==> config.mk <==
export PLATFORM = sky130hd
export DESIGN_NAME = crs_core_state
export DESIGN_NICKNAME = d
export VERILOG_FILES = /design/src/rtl/crs_pkg.sv /design/src/rtl/crs_core_state.sv
export SDC_FILE = /design/constraint.sdc
export NUM_CORES = 1
export LEC_CHECK = 0
export BUFFER_PORTS_ARGS = -buffer_cell sky130_fd_sc_hd__buf_2
export CORE_MARGIN = 2
export CORE_UTILIZATION = 58
export CTS_BUF_LIST = sky130_fd_sc_hd__clkbuf_16
export DETAILED_ROUTE_END_ITERATION = 16
export PLACE_DENSITY_LB_ADDON = 0.1
export SLEW_MARGIN = 20
export SYNTH_ARGS = -nofsm -noshare
export SYNTH_HDL_FRONTEND = slang
export SYNTH_SLANG_ARGS = --single-unit
==> constraint.sdc <==
create_clock -name mclk -period 5.7 [get_ports mclk]
set_clock_uncertainty 0.1 [all_clocks]
set_input_delay 1.14 -clock mclk [delete_from_list [all_inputs] [get_ports mclk]]
set_output_delay 1.14 -clock mclk [all_outputs]
set_load 0.05 [all_outputs]
==> src/rtl/crs_pkg.sv <==
// Package for the core register state and accumulator saturation block
// Assumes a single core clock domain and a plain register port
package crs_pkg;
	// ----------------------------------------
	// Widths
	// ----------------------------------------
	localparam int CRS_WREG_COUNT = 16;
	localparam int CRS_ACC_W = 40;
	localparam int CRS_PC_W = 23;
	// ----------------------------------------
	// Reset values
	// ----------------------------------------
	localparam logic [15:0] CRS_SP_RESET = 16'h0800;
	localparam logic [15:0] CRS_STATUS_RESET = 16'h0000;
	localparam logic [3:0] CRS_SP_INDEX = 4'hF;
	// ----------------------------------------
	// Register map, byte addresses (word aligned)
	// ----------------------------------------
	localparam logic [7:0] CRS_OFF_WREG0 = 8'h00; // Working registers 0x00..0x1E
	localparam logic [7:0] CRS_OFF_STATUS = 8'h20;
	localparam logic [7:0] CRS_OFF_PCL = 8'h22;
	localparam logic [7:0] CRS_OFF_PCH = 8'h24;
	localparam logic [7:0] CRS_OFF_ACCUMULATOR_A_L = 8'h26; // Each accumulator takes three words
	localparam logic [7:0] CRS_OFF_ACCUMULATOR_B_L = 8'h2C;
	localparam logic [7:0] CRS_OFF_LOOP_START = 8'h32;
	localparam logic [7:0] CRS_OFF_LOOP_END = 8'h34;
	localparam logic [7:0] CRS_OFF_LOOP_COUNT = 8'h36;
	// ----------------------------------------
	// Status register bit positions
	// ----------------------------------------
	localparam int SR_C = 0;
	localparam int SR_Z = 1;
	localparam int SR_OV = 2;
	localparam int SR_N = 3;
	localparam int SR_RA = 4;
	localparam int SR_IPL0 = 5; // Priority level in bits 7:5
	localparam int SR_DC = 8;
	localparam int SR_DA = 9;
	localparam int SR_SAB = 10;
	localparam int SR_OAB = 11;
	localparam int SR_SB = 12;
	localparam int SR_SA = 13;
	localparam int SR_OB = 14;
	localparam int SR_OA = 15;
	localparam logic [15:0] CRS_SHADOW_MASK = 16'h010F; // DC, N, OV, Z, C
	// ----------------------------------------
	// Saturation limits
	// ----------------------------------------
	localparam logic [39:0] CRS_MAX_931 = 40'h7FFFFFFFFF;
	localparam logic [39:0] CRS_MIN_931 = 40'h8000000000;
	localparam logic [39:0] CRS_MAX_131 = 40'h007FFFFFFF;
	localparam logic [39:0] CRS_MIN_131 = 40'hFF80000000;
	// ----------------------------------------
	// Types
	// ----------------------------------------
	typedef struct packed {
		logic valid;
		logic sel;        // 0 = accumulator_a, 1 = accumulator_b
		logic [40:0] sum; // Adder result with one extra sign bit
	} crs_accop_s;
	typedef struct packed {
		logic [15:0] start;
		logic [15:0] stop;
		logic [15:0] count;
	} crs_loop_s;
	typedef enum logic [2:0] {
		CRS_MODE_CAT = 3'b001,
		CRS_MODE_S31 = 3'b010,
		CRS_MODE_S39 = 3'b100
	} crs_mode_e;
endpackage

==> src/rtl/crs_core_state.sv <==
// Architectural register state and accumulator overflow/saturation logic
// Assumes decode/execute logic drives one-cycle event strobes on mclk
`timescale 1ns/1ns
//
// Operation
// [RL1] Sixteen 16-bit registers, two 40-bit accumulators mapped
// [RL2] Push/pop shadow W0-W3 and five flags
// [RL3] Loop registers shadowed on loop start/end
// [RL4] Shadows never directly readable or writable
// [RL5] Byte operation changes only low byte
// [RL6] Register fifteen is auto-updated stack pointer
// [RL7] Stack pointer resets to 0x0800, bit0 zero
// [RL8] Low status byte: flags, priority, repeat
// [RL9] Exception pushes status low with PC top
// [RL10] High status byte: DSP flags, loop, digit-carry
// [RL11] 23-bit program counter, bit 0 zero
// [RL12] Saturation flags sticky, cleared only by software
// [RL13] Overflow at bit 31 or 39 per width
// [RL14] Trap when enabled, saturation off, flag set
// [RL15] Combined overflow and saturation bits are ORs
// [RL16] Bit-39 mode clamps to 9.31 limits
// [RL17] Bit-31 mode clamps to sign-extended 1.31 limits
// [RL18] Bit-31 mode never sets overflow flags
// [RL19] Catastrophic mode wraps, still sets flag
// [RL20] Saturation config sampled per accumulator write
module crs_core_state
	import crs_pkg::*;
(
	// Clock and reset
	input wire logic mclk,
	input wire logic rst,
	// Register port
	input wire logic [7:0] regAddr,
	input wire logic [15:0] regWdata,
	input wire logic regWr,
	input wire logic regRd,
	output logic [15:0] regRdata,
	// Execute-side working register write
	input wire logic wregWr,
	input wire logic wregByte,
	input wire logic [3:0] wregSel,
	input wire logic [15:0] wregData,
	// Stack pointer adjust and program counter load
	input wire logic spAdjust,
	input wire logic [15:0] spDelta,
	input wire logic pcLoad,
	input wire logic [22:0] pcNext,
	// Status updates from execute
	input wire logic flagWr,
	input wire logic [7:0] flagLow,
	input wire logic loopActive,
	// Shadow and loop events
	input wire logic pushShadow,
	input wire logic popShadow,
	input wire logic loopBegin,
	input wire logic loopEnd,
	input wire crs_loop_s loopNew,
	// Accumulator operation and configuration
	input wire crs_accop_s accOp,
	input wire logic satEnable,
	input wire logic satWidth31,
	input wire logic catastrophicTrapEnable,
	// Outputs
	output logic [15:0] coreStatus,
	output logic [22:0] programCounter,
	output logic [15:0] stackPointer,
	output logic [15:0] exceptionWord,
	output logic [39:0] accumulatorA,
	output logic [39:0] accumulatorB,
	output crs_loop_s loopRegs,
	output logic arithmeticTrap
);
	logic [15:0] wreg [CRS_WREG_COUNT];
	logic [15:0] shadowW [4];
	logic [15:0] shadowFlags;
	crs_loop_s shadowLoop;
	logic [39:0] acc [2];
	logic [7:0] statusLow;
	logic dcFlag, daFlag;
	logic [1:0] satFlag, ovfFlag;
	crs_mode_e mode;
	logic [39:0] next_acc;
	logic next_sat, next_ovf;
	logic swWr;
	logic accIdx;
	logic [7:0] accRel;

	// ----------------------------------------
	// Helpers
	// ----------------------------------------
	// Byte-aware merge of a 16-bit value
	function automatic logic [15:0] mergeByte(input logic [15:0] old, input logic [15:0] val,
		input logic byteOp);
		mergeByte = byteOp ? {old[15:8], val[7:0]} : val;
	endfunction

	// Mode decode, sampled with each accumulator write
	always_comb begin
		if (!satEnable) begin
			mode = CRS_MODE_CAT;
		end else if (satWidth31) begin
			mode = CRS_MODE_S31;
		end else begin
			mode = CRS_MODE_S39;
		end // [RL20]
	end

	assign swWr = regWr && (regAddr < CRS_OFF_STATUS);

	// Accumulator and word select for the register port
	assign accIdx = regAddr >= CRS_OFF_ACCUMULATOR_B_L;
	assign accRel = regAddr - (accIdx ? CRS_OFF_ACCUMULATOR_B_L : CRS_OFF_ACCUMULATOR_A_L);

	// ----------------------------------------
	// Working registers
	// ----------------------------------------
	// Software, execute and shadow writes; stack pointer bit 0 forced clear
	always_ff @(posedge mclk) begin
		if (rst) begin
			for (int i = 0; i < CRS_WREG_COUNT; i++) begin
				wreg[i] <= 16'h0000;
			end
			wreg[CRS_SP_INDEX] <= CRS_SP_RESET; // [RL7]
		end else begin
			if (swWr) begin
				wreg[regAddr[4:1]] <= regWdata & ((regAddr[4:1] == CRS_SP_INDEX) ? 16'hFFFE : 16'hFFFF); // [RL1]
			end
			if (wregWr) begin
				wreg[wregSel] <= mergeByte(wreg[wregSel], wregData, wregByte) &
					((wregSel == CRS_SP_INDEX) ? 16'hFFFE : 16'hFFFF); // [RL5] [RL7]
			end
			if (spAdjust) begin
				wreg[CRS_SP_INDEX] <= (wreg[CRS_SP_INDEX] + spDelta) & 16'hFFFE; // [RL6]
			end
			if (popShadow) begin
				for (int i = 0; i < 4; i++) begin
					wreg[i] <= shadowW[i]; // [RL2]
				end
			end
		end
	end

	// Shadows: only reachable by transfer events
	always_ff @(posedge mclk) begin
		if (rst) begin
			for (int i = 0; i < 4; i++) begin
				shadowW[i] <= 16'h0000;
			end
			shadowFlags <= 16'h0000;
		end else if (pushShadow) begin
			for (int i = 0; i < 4; i++) begin
				shadowW[i] <= wreg[i]; // [RL2] [RL4]
			end
			shadowFlags <= coreStatus & CRS_SHADOW_MASK;
		end
	end

	// Loop registers and their shadows
	always_ff @(posedge mclk) begin
		if (rst) begin
			loopRegs <= '0;
			shadowLoop <= '0;
		end else if (loopBegin) begin
			shadowLoop <= loopRegs; // [RL3]
			loopRegs <= loopNew;
		end else if (loopEnd) begin
			loopRegs <= shadowLoop; // [RL3]
		end else if (regWr && regAddr == CRS_OFF_LOOP_START) begin
			loopRegs.start <= regWdata;
		end else if (regWr && regAddr == CRS_OFF_LOOP_END) begin
			loopRegs.stop <= regWdata;
		end else if (regWr && regAddr == CRS_OFF_LOOP_COUNT) begin
			loopRegs.count <= regWdata;
		end
	end

	// ----------------------------------------
	// Status register
	// ----------------------------------------
	// Low byte flags, priority, repeat; digit-carry and loop flag above
	always_ff @(posedge mclk) begin
		if (rst) begin
			statusLow <= CRS_STATUS_RESET[7:0];
			dcFlag <= 1'b0;
			daFlag <= 1'b0;
		end else begin
			daFlag <= loopActive; // [RL10]
			if (popShadow) begin
				statusLow[3:0] <= shadowFlags[3:0]; // [RL2]
				dcFlag <= shadowFlags[SR_DC];
			end else if (regWr && regAddr == CRS_OFF_STATUS) begin
				statusLow <= regWdata[7:0]; // [RL8]
				dcFlag <= regWdata[SR_DC];
			end else if (flagWr) begin
				statusLow <= flagLow; // [RL8]
			end
		end
	end

	// ----------------------------------------
	// Accumulator saturation
	// ----------------------------------------
	// Detect overflow and pick the written value per mode
	always_comb begin
		logic ov39, ov31;
		ov39 = accOp.sum[40] ^ accOp.sum[39];
		ov31 = accOp.sum[40] != accOp.sum[31] || accOp.sum[39:31] != {9{accOp.sum[31]}};
		next_acc = accOp.sum[39:0];
		next_sat = 1'b0;
		next_ovf = 1'b0;
		unique case (mode)
			CRS_MODE_S39: begin
				next_ovf = accOp.sum[39:31] != {9{accOp.sum[39]}};
				if (ov39) begin
					next_acc = accOp.sum[40] ? CRS_MIN_931 : CRS_MAX_931; // [RL16]
					next_sat = 1'b1;
				end
			end
			CRS_MODE_S31: begin
				if (ov31) begin
					next_acc = accOp.sum[40] ? CRS_MIN_131 : CRS_MAX_131; // [RL17]
					next_sat = 1'b1;
				end // [RL18]
			end
			CRS_MODE_CAT: begin
				next_sat = ov39; // [RL19] [RL13]
				next_ovf = accOp.sum[39:31] != {9{accOp.sum[39]}};
			end
		endcase
	end

	// Accumulators, software-mapped as three words each
	always_ff @(posedge mclk) begin
		if (rst) begin
			acc[0] <= 40'h0000000000;
			acc[1] <= 40'h0000000000;
		end else if (accOp.valid) begin
			acc[accOp.sel] <= next_acc;
		end else if (regWr && regAddr >= CRS_OFF_ACCUMULATOR_A_L && regAddr < CRS_OFF_LOOP_START) begin
			unique case (accRel)
				8'h00: acc[accIdx][15:0] <= regWdata; // [RL1]
				8'h02: acc[accIdx][31:16] <= regWdata;
				default: acc[accIdx][39:32] <= regWdata[7:0];
			endcase
		end
	end

	// Sticky saturation flags: hardware set wins over software clear; overflow flags reload on each accumulator op
	always_ff @(posedge mclk) begin
		if (rst) begin
			satFlag <= 2'b00;
			ovfFlag <= 2'b00;
		end else begin
			for (int i = 0; i < 2; i++) begin
				if (accOp.valid && accOp.sel == i[0] && next_sat) begin
					satFlag[i] <= 1'b1; // [RL12]
				end else if (regWr && regAddr == CRS_OFF_STATUS && !regWdata[SR_SA - i]) begin
					satFlag[i] <= 1'b0; // [RL12]
				end
				if (accOp.valid && accOp.sel == i[0]) begin
					ovfFlag[i] <= next_ovf; // [RL18]
				end
			end
		end
	end

	assign arithmeticTrap = catastrophicTrapEnable && !satEnable && |satFlag; // [RL14]

	// ----------------------------------------
	// Program counter
	// ----------------------------------------
	always_ff @(posedge mclk) begin
		if (rst) begin
			programCounter <= 23'h000000;
		end else if (pcLoad) begin
			programCounter <= {pcNext[22:1], 1'b0}; // [RL11]
		end
	end

	// ----------------------------------------
	// Outputs and read port
	// ----------------------------------------
	assign coreStatus = {ovfFlag[0], ovfFlag[1], satFlag[0], satFlag[1],
		|ovfFlag, |satFlag, daFlag, dcFlag, statusLow}; // [RL15] [RL10] [RL8]
	assign exceptionWord = {statusLow, 1'b0, programCounter[22:16]}; // [RL9]
	assign stackPointer = wreg[CRS_SP_INDEX]; // [RL6]
	assign accumulatorA = acc[0];
	assign accumulatorB = acc[1];

	// Registered read data, shadows have no address
	always_ff @(posedge mclk) begin
		if (rst) begin
			regRdata <= 16'h0000;
		end else if (regRd) begin
			if (regAddr < CRS_OFF_STATUS) begin
				regRdata <= wreg[regAddr[4:1]]; // [RL4]
			end else begin
				unique case (regAddr)
					CRS_OFF_STATUS: regRdata <= coreStatus;
					CRS_OFF_PCL: regRdata <= programCounter[15:0];
					CRS_OFF_PCH: regRdata <= {9'h000, programCounter[22:16]};
					CRS_OFF_ACCUMULATOR_A_L: regRdata <= acc[0][15:0];
					8'h28: regRdata <= acc[0][31:16];
					8'h2A: regRdata <= {8'h00, acc[0][39:32]};
					CRS_OFF_ACCUMULATOR_B_L: regRdata <= acc[1][15:0];
					8'h2E: regRdata <= acc[1][31:16];
					8'h30: regRdata <= {8'h00, acc[1][39:32]};
					CRS_OFF_LOOP_START: regRdata <= loopRegs.start;
					CRS_OFF_LOOP_END: regRdata <= loopRegs.stop;
					CRS_OFF_LOOP_COUNT: regRdata <= loopRegs.count;
					default: regRdata <= 16'h0000;
				endcase
			end
		end
	end

	// ----------------------------------------
	// Assertions
	// ----------------------------------------
	property p_sp_reset;
		@(posedge mclk) rst |=> stackPointer == CRS_SP_RESET;
	endproperty
	a_sp_reset: assert property (p_sp_reset) else $error("stack pointer reset wrong"); // [RL7]
	property p_sp_align;
		@(posedge mclk) disable iff (rst) stackPointer[0] == 1'b0;
	endproperty
	a_sp_align: assert property (p_sp_align) else $error("stack pointer odd"); // [RL7]
	property p_pc_align;
		@(posedge mclk) disable iff (rst) programCounter[0] == 1'b0;
	endproperty
	a_pc_align: assert property (p_pc_align) else $error("program counter odd"); // [RL11]
	property p_sticky;
		@(posedge mclk) disable iff (rst)
			satFlag[0] && !(regWr && regAddr == CRS_OFF_STATUS && !regWdata[SR_SA])
			|=> satFlag[0];
	endproperty
	a_sticky: assert property (p_sticky) else $error("saturation flag dropped"); // [RL12]
	property p_comb;
		@(posedge mclk) disable iff (rst)
			coreStatus[SR_SAB] == (coreStatus[SR_SA] | coreStatus[SR_SB]);
	endproperty
	a_comb: assert property (p_comb) else $error("combined bit wrong"); // [RL15]
	property p_s39;
		@(posedge mclk) disable iff (rst) accOp.valid && !accOp.sel && mode == CRS_MODE_S39
			&& !accOp.sum[40] && accOp.sum[39] |=> accumulatorA == CRS_MAX_931 && satFlag[0];
	endproperty
	a_s39: assert property (p_s39) else $error("bit-39 clamp wrong"); // [RL16]
	property p_s39_neg;
		@(posedge mclk) disable iff (rst) accOp.valid && accOp.sel && mode == CRS_MODE_S39
			&& accOp.sum[40] && !accOp.sum[39] |=> accumulatorB == CRS_MIN_931 && satFlag[1];
	endproperty
	a_s39_neg: assert property (p_s39_neg) else $error("bit-39 negative clamp wrong"); // [RL16]
	property p_cat_wrap;
		@(posedge mclk) disable iff (rst) accOp.valid && !accOp.sel && mode == CRS_MODE_CAT
			|=> accumulatorA == $past(accOp.sum[39:0]);
	endproperty
	a_cat_wrap: assert property (p_cat_wrap) else $error("catastrophic mode clamped"); // [RL19]
	property p_s31_ovf;
		@(posedge mclk) disable iff (rst) accOp.valid && mode == CRS_MODE_S31
			|=> ovfFlag[$past(accOp.sel)] == 1'b0;
	endproperty
	a_s31_ovf: assert property (p_s31_ovf) else $error("overflow set in 31 mode"); // [RL18]
	property p_trap;
		@(posedge mclk) disable iff (rst)
			arithmeticTrap == (catastrophicTrapEnable && !satEnable && coreStatus[SR_SAB]);
	endproperty
	a_trap: assert property (p_trap) else $error("spurious trap"); // [RL14]
	property p_pop;
		@(posedge mclk) disable iff (rst) pushShadow ##1 (!pushShadow && !wregWr) [*1] ##0 popShadow
			|=> wreg[0] == $past(wreg[0], 2);
	endproperty
	a_pop: assert property (p_pop) else $error("shadow restore wrong"); // [RL2]
	c_sat: cover property (@(posedge mclk) disable iff (rst) $rose(satFlag[1]));
	c_trap: cover property (@(posedge mclk) disable iff (rst) $rose(arithmeticTrap));
	c_loop: cover property (@(posedge mclk) disable iff (rst) loopBegin ##[1:20] loopEnd);
endmodule

==> run metrics <==
Lkg Pwr=0.0135 uW; Starting Density=59.0%; Placement Rows=82; Die X=230 um; die area=0.0530 sq mm; GPL Wtd Cong=1.01; Port Buffers=411; crit path cell chain=buf_6 > clkinv_1 > ha_1 > inv_1 > ha_1 > nor3_1 > o31ai_1 > a21oi_1 > a41oi_2 > or2_1 > nand2b_1; unrepaired setup endpoints after global routing=no; dpl cells=3637; EDFF count, synth=400; Post-CTS Repair Setup Buffers=0; CP Launch Type=primary input; WHS=0.371 ns; Worst-Margin Slew=1.11 ns; Synth Flop Type=edfxtp_1; WP data required=5.86 ns; drt total wl=117000 um; part of the power in registers=46.4%; initial DRC count=3935; CTS tree=done; post-synth top area share=40.4%; Worst-path clk slew=0.06 ns; delay-heaviest family, CP=simple AND/OR/NAND/NOR gates; vias post-DR=26035; CTS sink cnt=553; DP HPWL=80700 um; sequential share of the synthesized area=50.7%; final hold vios=0; Post-synth ARST share=0%; Clock Path Buffers=3; Clock Latency Late Sink=0.63 ns; Worst Setup End Kind=register; worst setup margin=1.59 ns; TritonCTS Buffers=58; cell area after synthesis=0.0297 sq mm; register bit total from synthesis=553; Max-slew headroom=25.7%; most frequent cells in the layout=buf_2 (407), edfxtp_1 (400), nor2_1 (364); Hold/Removal Path Class=reg -> reg; H-Tree Level Count=2; largest cells by area after synthesis=edfxtp_1 (40%), dfxtp_1 (10%), mux4_2 (8.1%); setup total negative slack=0 ns; Comb pwr share=18.0%; max-cap violation count=0; drt drc=0; Yosys warnings=0; P&R area growth vs syn=14.4%; pwr/cell area=304 mW/mm^2; largest net degree at the start of global routing=121; global-route wire length before repair=167000 um; GR Util All Layers=43.5%; outcome=completed; switching pwr=3220 uW; wire length per cell=31.3 um; io pins=415; CP max FO=22; die height=230 um; post-CTS sizing=0; layout cells sized above 1=24.1%; commonest non-fill, non-tap cell in the layout=buf_2; Buf+Inv Stages, Crit Path=3; CP max-delay cell=nand2b_1; time the worst path needs with I/O delays and setup=4.11 ns; switching share of total power=31.1%; Total Power=10300 uW; antenna violations before repair=6; Routed Antenna Nets=0; CP max stage delay=0.60 ns; post-cts hold buffer count=0; Final Non-Filler Cells=3752; Clk network pwr share=35.6%; Max Freq=243 MHz; count of cell types in the netlist=82; GR Overflow Total=0; IR drop worst, VDD=266 uV; CP Data Arrival Time=4.27 ns; Critical Path Most Common Cell=ha_1; Core ar.=0.0504 sq mm; Place WS=1.11 ns; number of global-route vias before repair=24659; endpoints failing setup=0; Root Driver=clkbuf_16; P_int=7120 uW; Slew Limit Fails=0; nets@finish=3243; Post-Synthesis Cells=2745; Syn Area/Cell=10.8 sq um; CP Class=in -> reg; Vias per Instance=6.94; drt first pass iters=6; largest area contributor in the synthesized netlist=edfxtp_1; period utilisation layout=72.1%
[cell usage after synthesis, types with 23 or more instances]
library cell / instances
a21oi_1: 205
a221oi_1: 34
a22o_1: 160
a22oi_1: 59
and2_1: 120
buf_2: 60
clkbuf_1: 180
dfxtp_1: 153
edfxtp_1: 400
mux2i_1: 156
mux4_2: 107
nand2_1: 188
nand2b_1: 23
nand3_1: 53
nor2_1: 368
nor2b_1: 36
nor3_1: 24
o21ai_0: 126
[worst min-delay path: cells and delay by family (launching register included)]
family / cells / cell delay [ns]
flops: 1 / 0.31
simple gates: 1 / 0.06
compound gates: 1 / 0.05
[stage by stage]
stage | area, sq um | util (%)
final | 34000 | 67.5
after global routing | 34000 | 67.5
after CTS | 34000 | 67.4
after detailed placement | 32200 | 63.9
after global placement | 32200 | 63.9
after floorplan | 29700 | -
[path summary, 6_finish.rpt]
kind / start / to / slack [ns] / cells after the start
setup / recovery: regAddr[1] / acc[1][14] / 1.59 / 11
hold / removal: shadowFlags[8] / dcFlag / 0.37 / 2
setup reg to reg: wreg[15][5] / wreg[15][13] / 2.43 / 7
hold reg to reg: shadowFlags[8] / dcFlag / 0.37 / 2
[flip-flops by register name, indices dropped and copies added, names as in the netlist]
register and flops:
loopRegs 48, daFlag 1, ovfFlag 2, shadowW 64, dcFlag 1, shadowLoop 48
statusLow 8, acc 80, programCounter 22, regRdata 16, shadowFlags 5, wreg 256
satFlag 2
[routing by layer]
layer	global-route usage [%]	up-vias	wire, um
met3	9.20	411	13900
li1	-	10880	-
met4	31.9	4	10100
met1	52.7	12614	39100
met5	0	-	27
met2	69.2	2126	54300
[power groups by stage]
stage               Clock (uW)  Combinational [uW]  Sequential [uW]
floorplan                    0                 863             5130
global placement             0                1800             4860
detailed placement           0                1810             4870
CTS                       3660                1820             4790
global route              3820                1930             4810
finish                    3680                1860             4800
[cell families (layout without fill, tap and decap cells)]
kind of cell / after synthesis / after routing / synth area share, %
compound gates: 721 / 721 / 16.6
xor+xnor: 8 / 8 / 0.236
fa+ha+maj: 19 / 19 / 0.826
buf+inv: 293 / 621 / 4.20
flops: 553 / 553 / 50.7
mux: 269 / 269 / 13.6
other cells: 1 / 8 / 0.0126
simple gates: 881 / 881 / 13.8
[layout make-up]
class,count,area (sq um)
Tap cell,672,841
Timing Repair Buffer,496,2730
Clock buffer,59,1480
Sequential cell,553,15100
Clock inverter,51,332
Inverter,15,57.6
Antenna cell,5,12.5
Fill cell,3925,16400
Multi-Input combinational cell,1901,13500
Note: power is estimated with default switching activity, not from simulation.
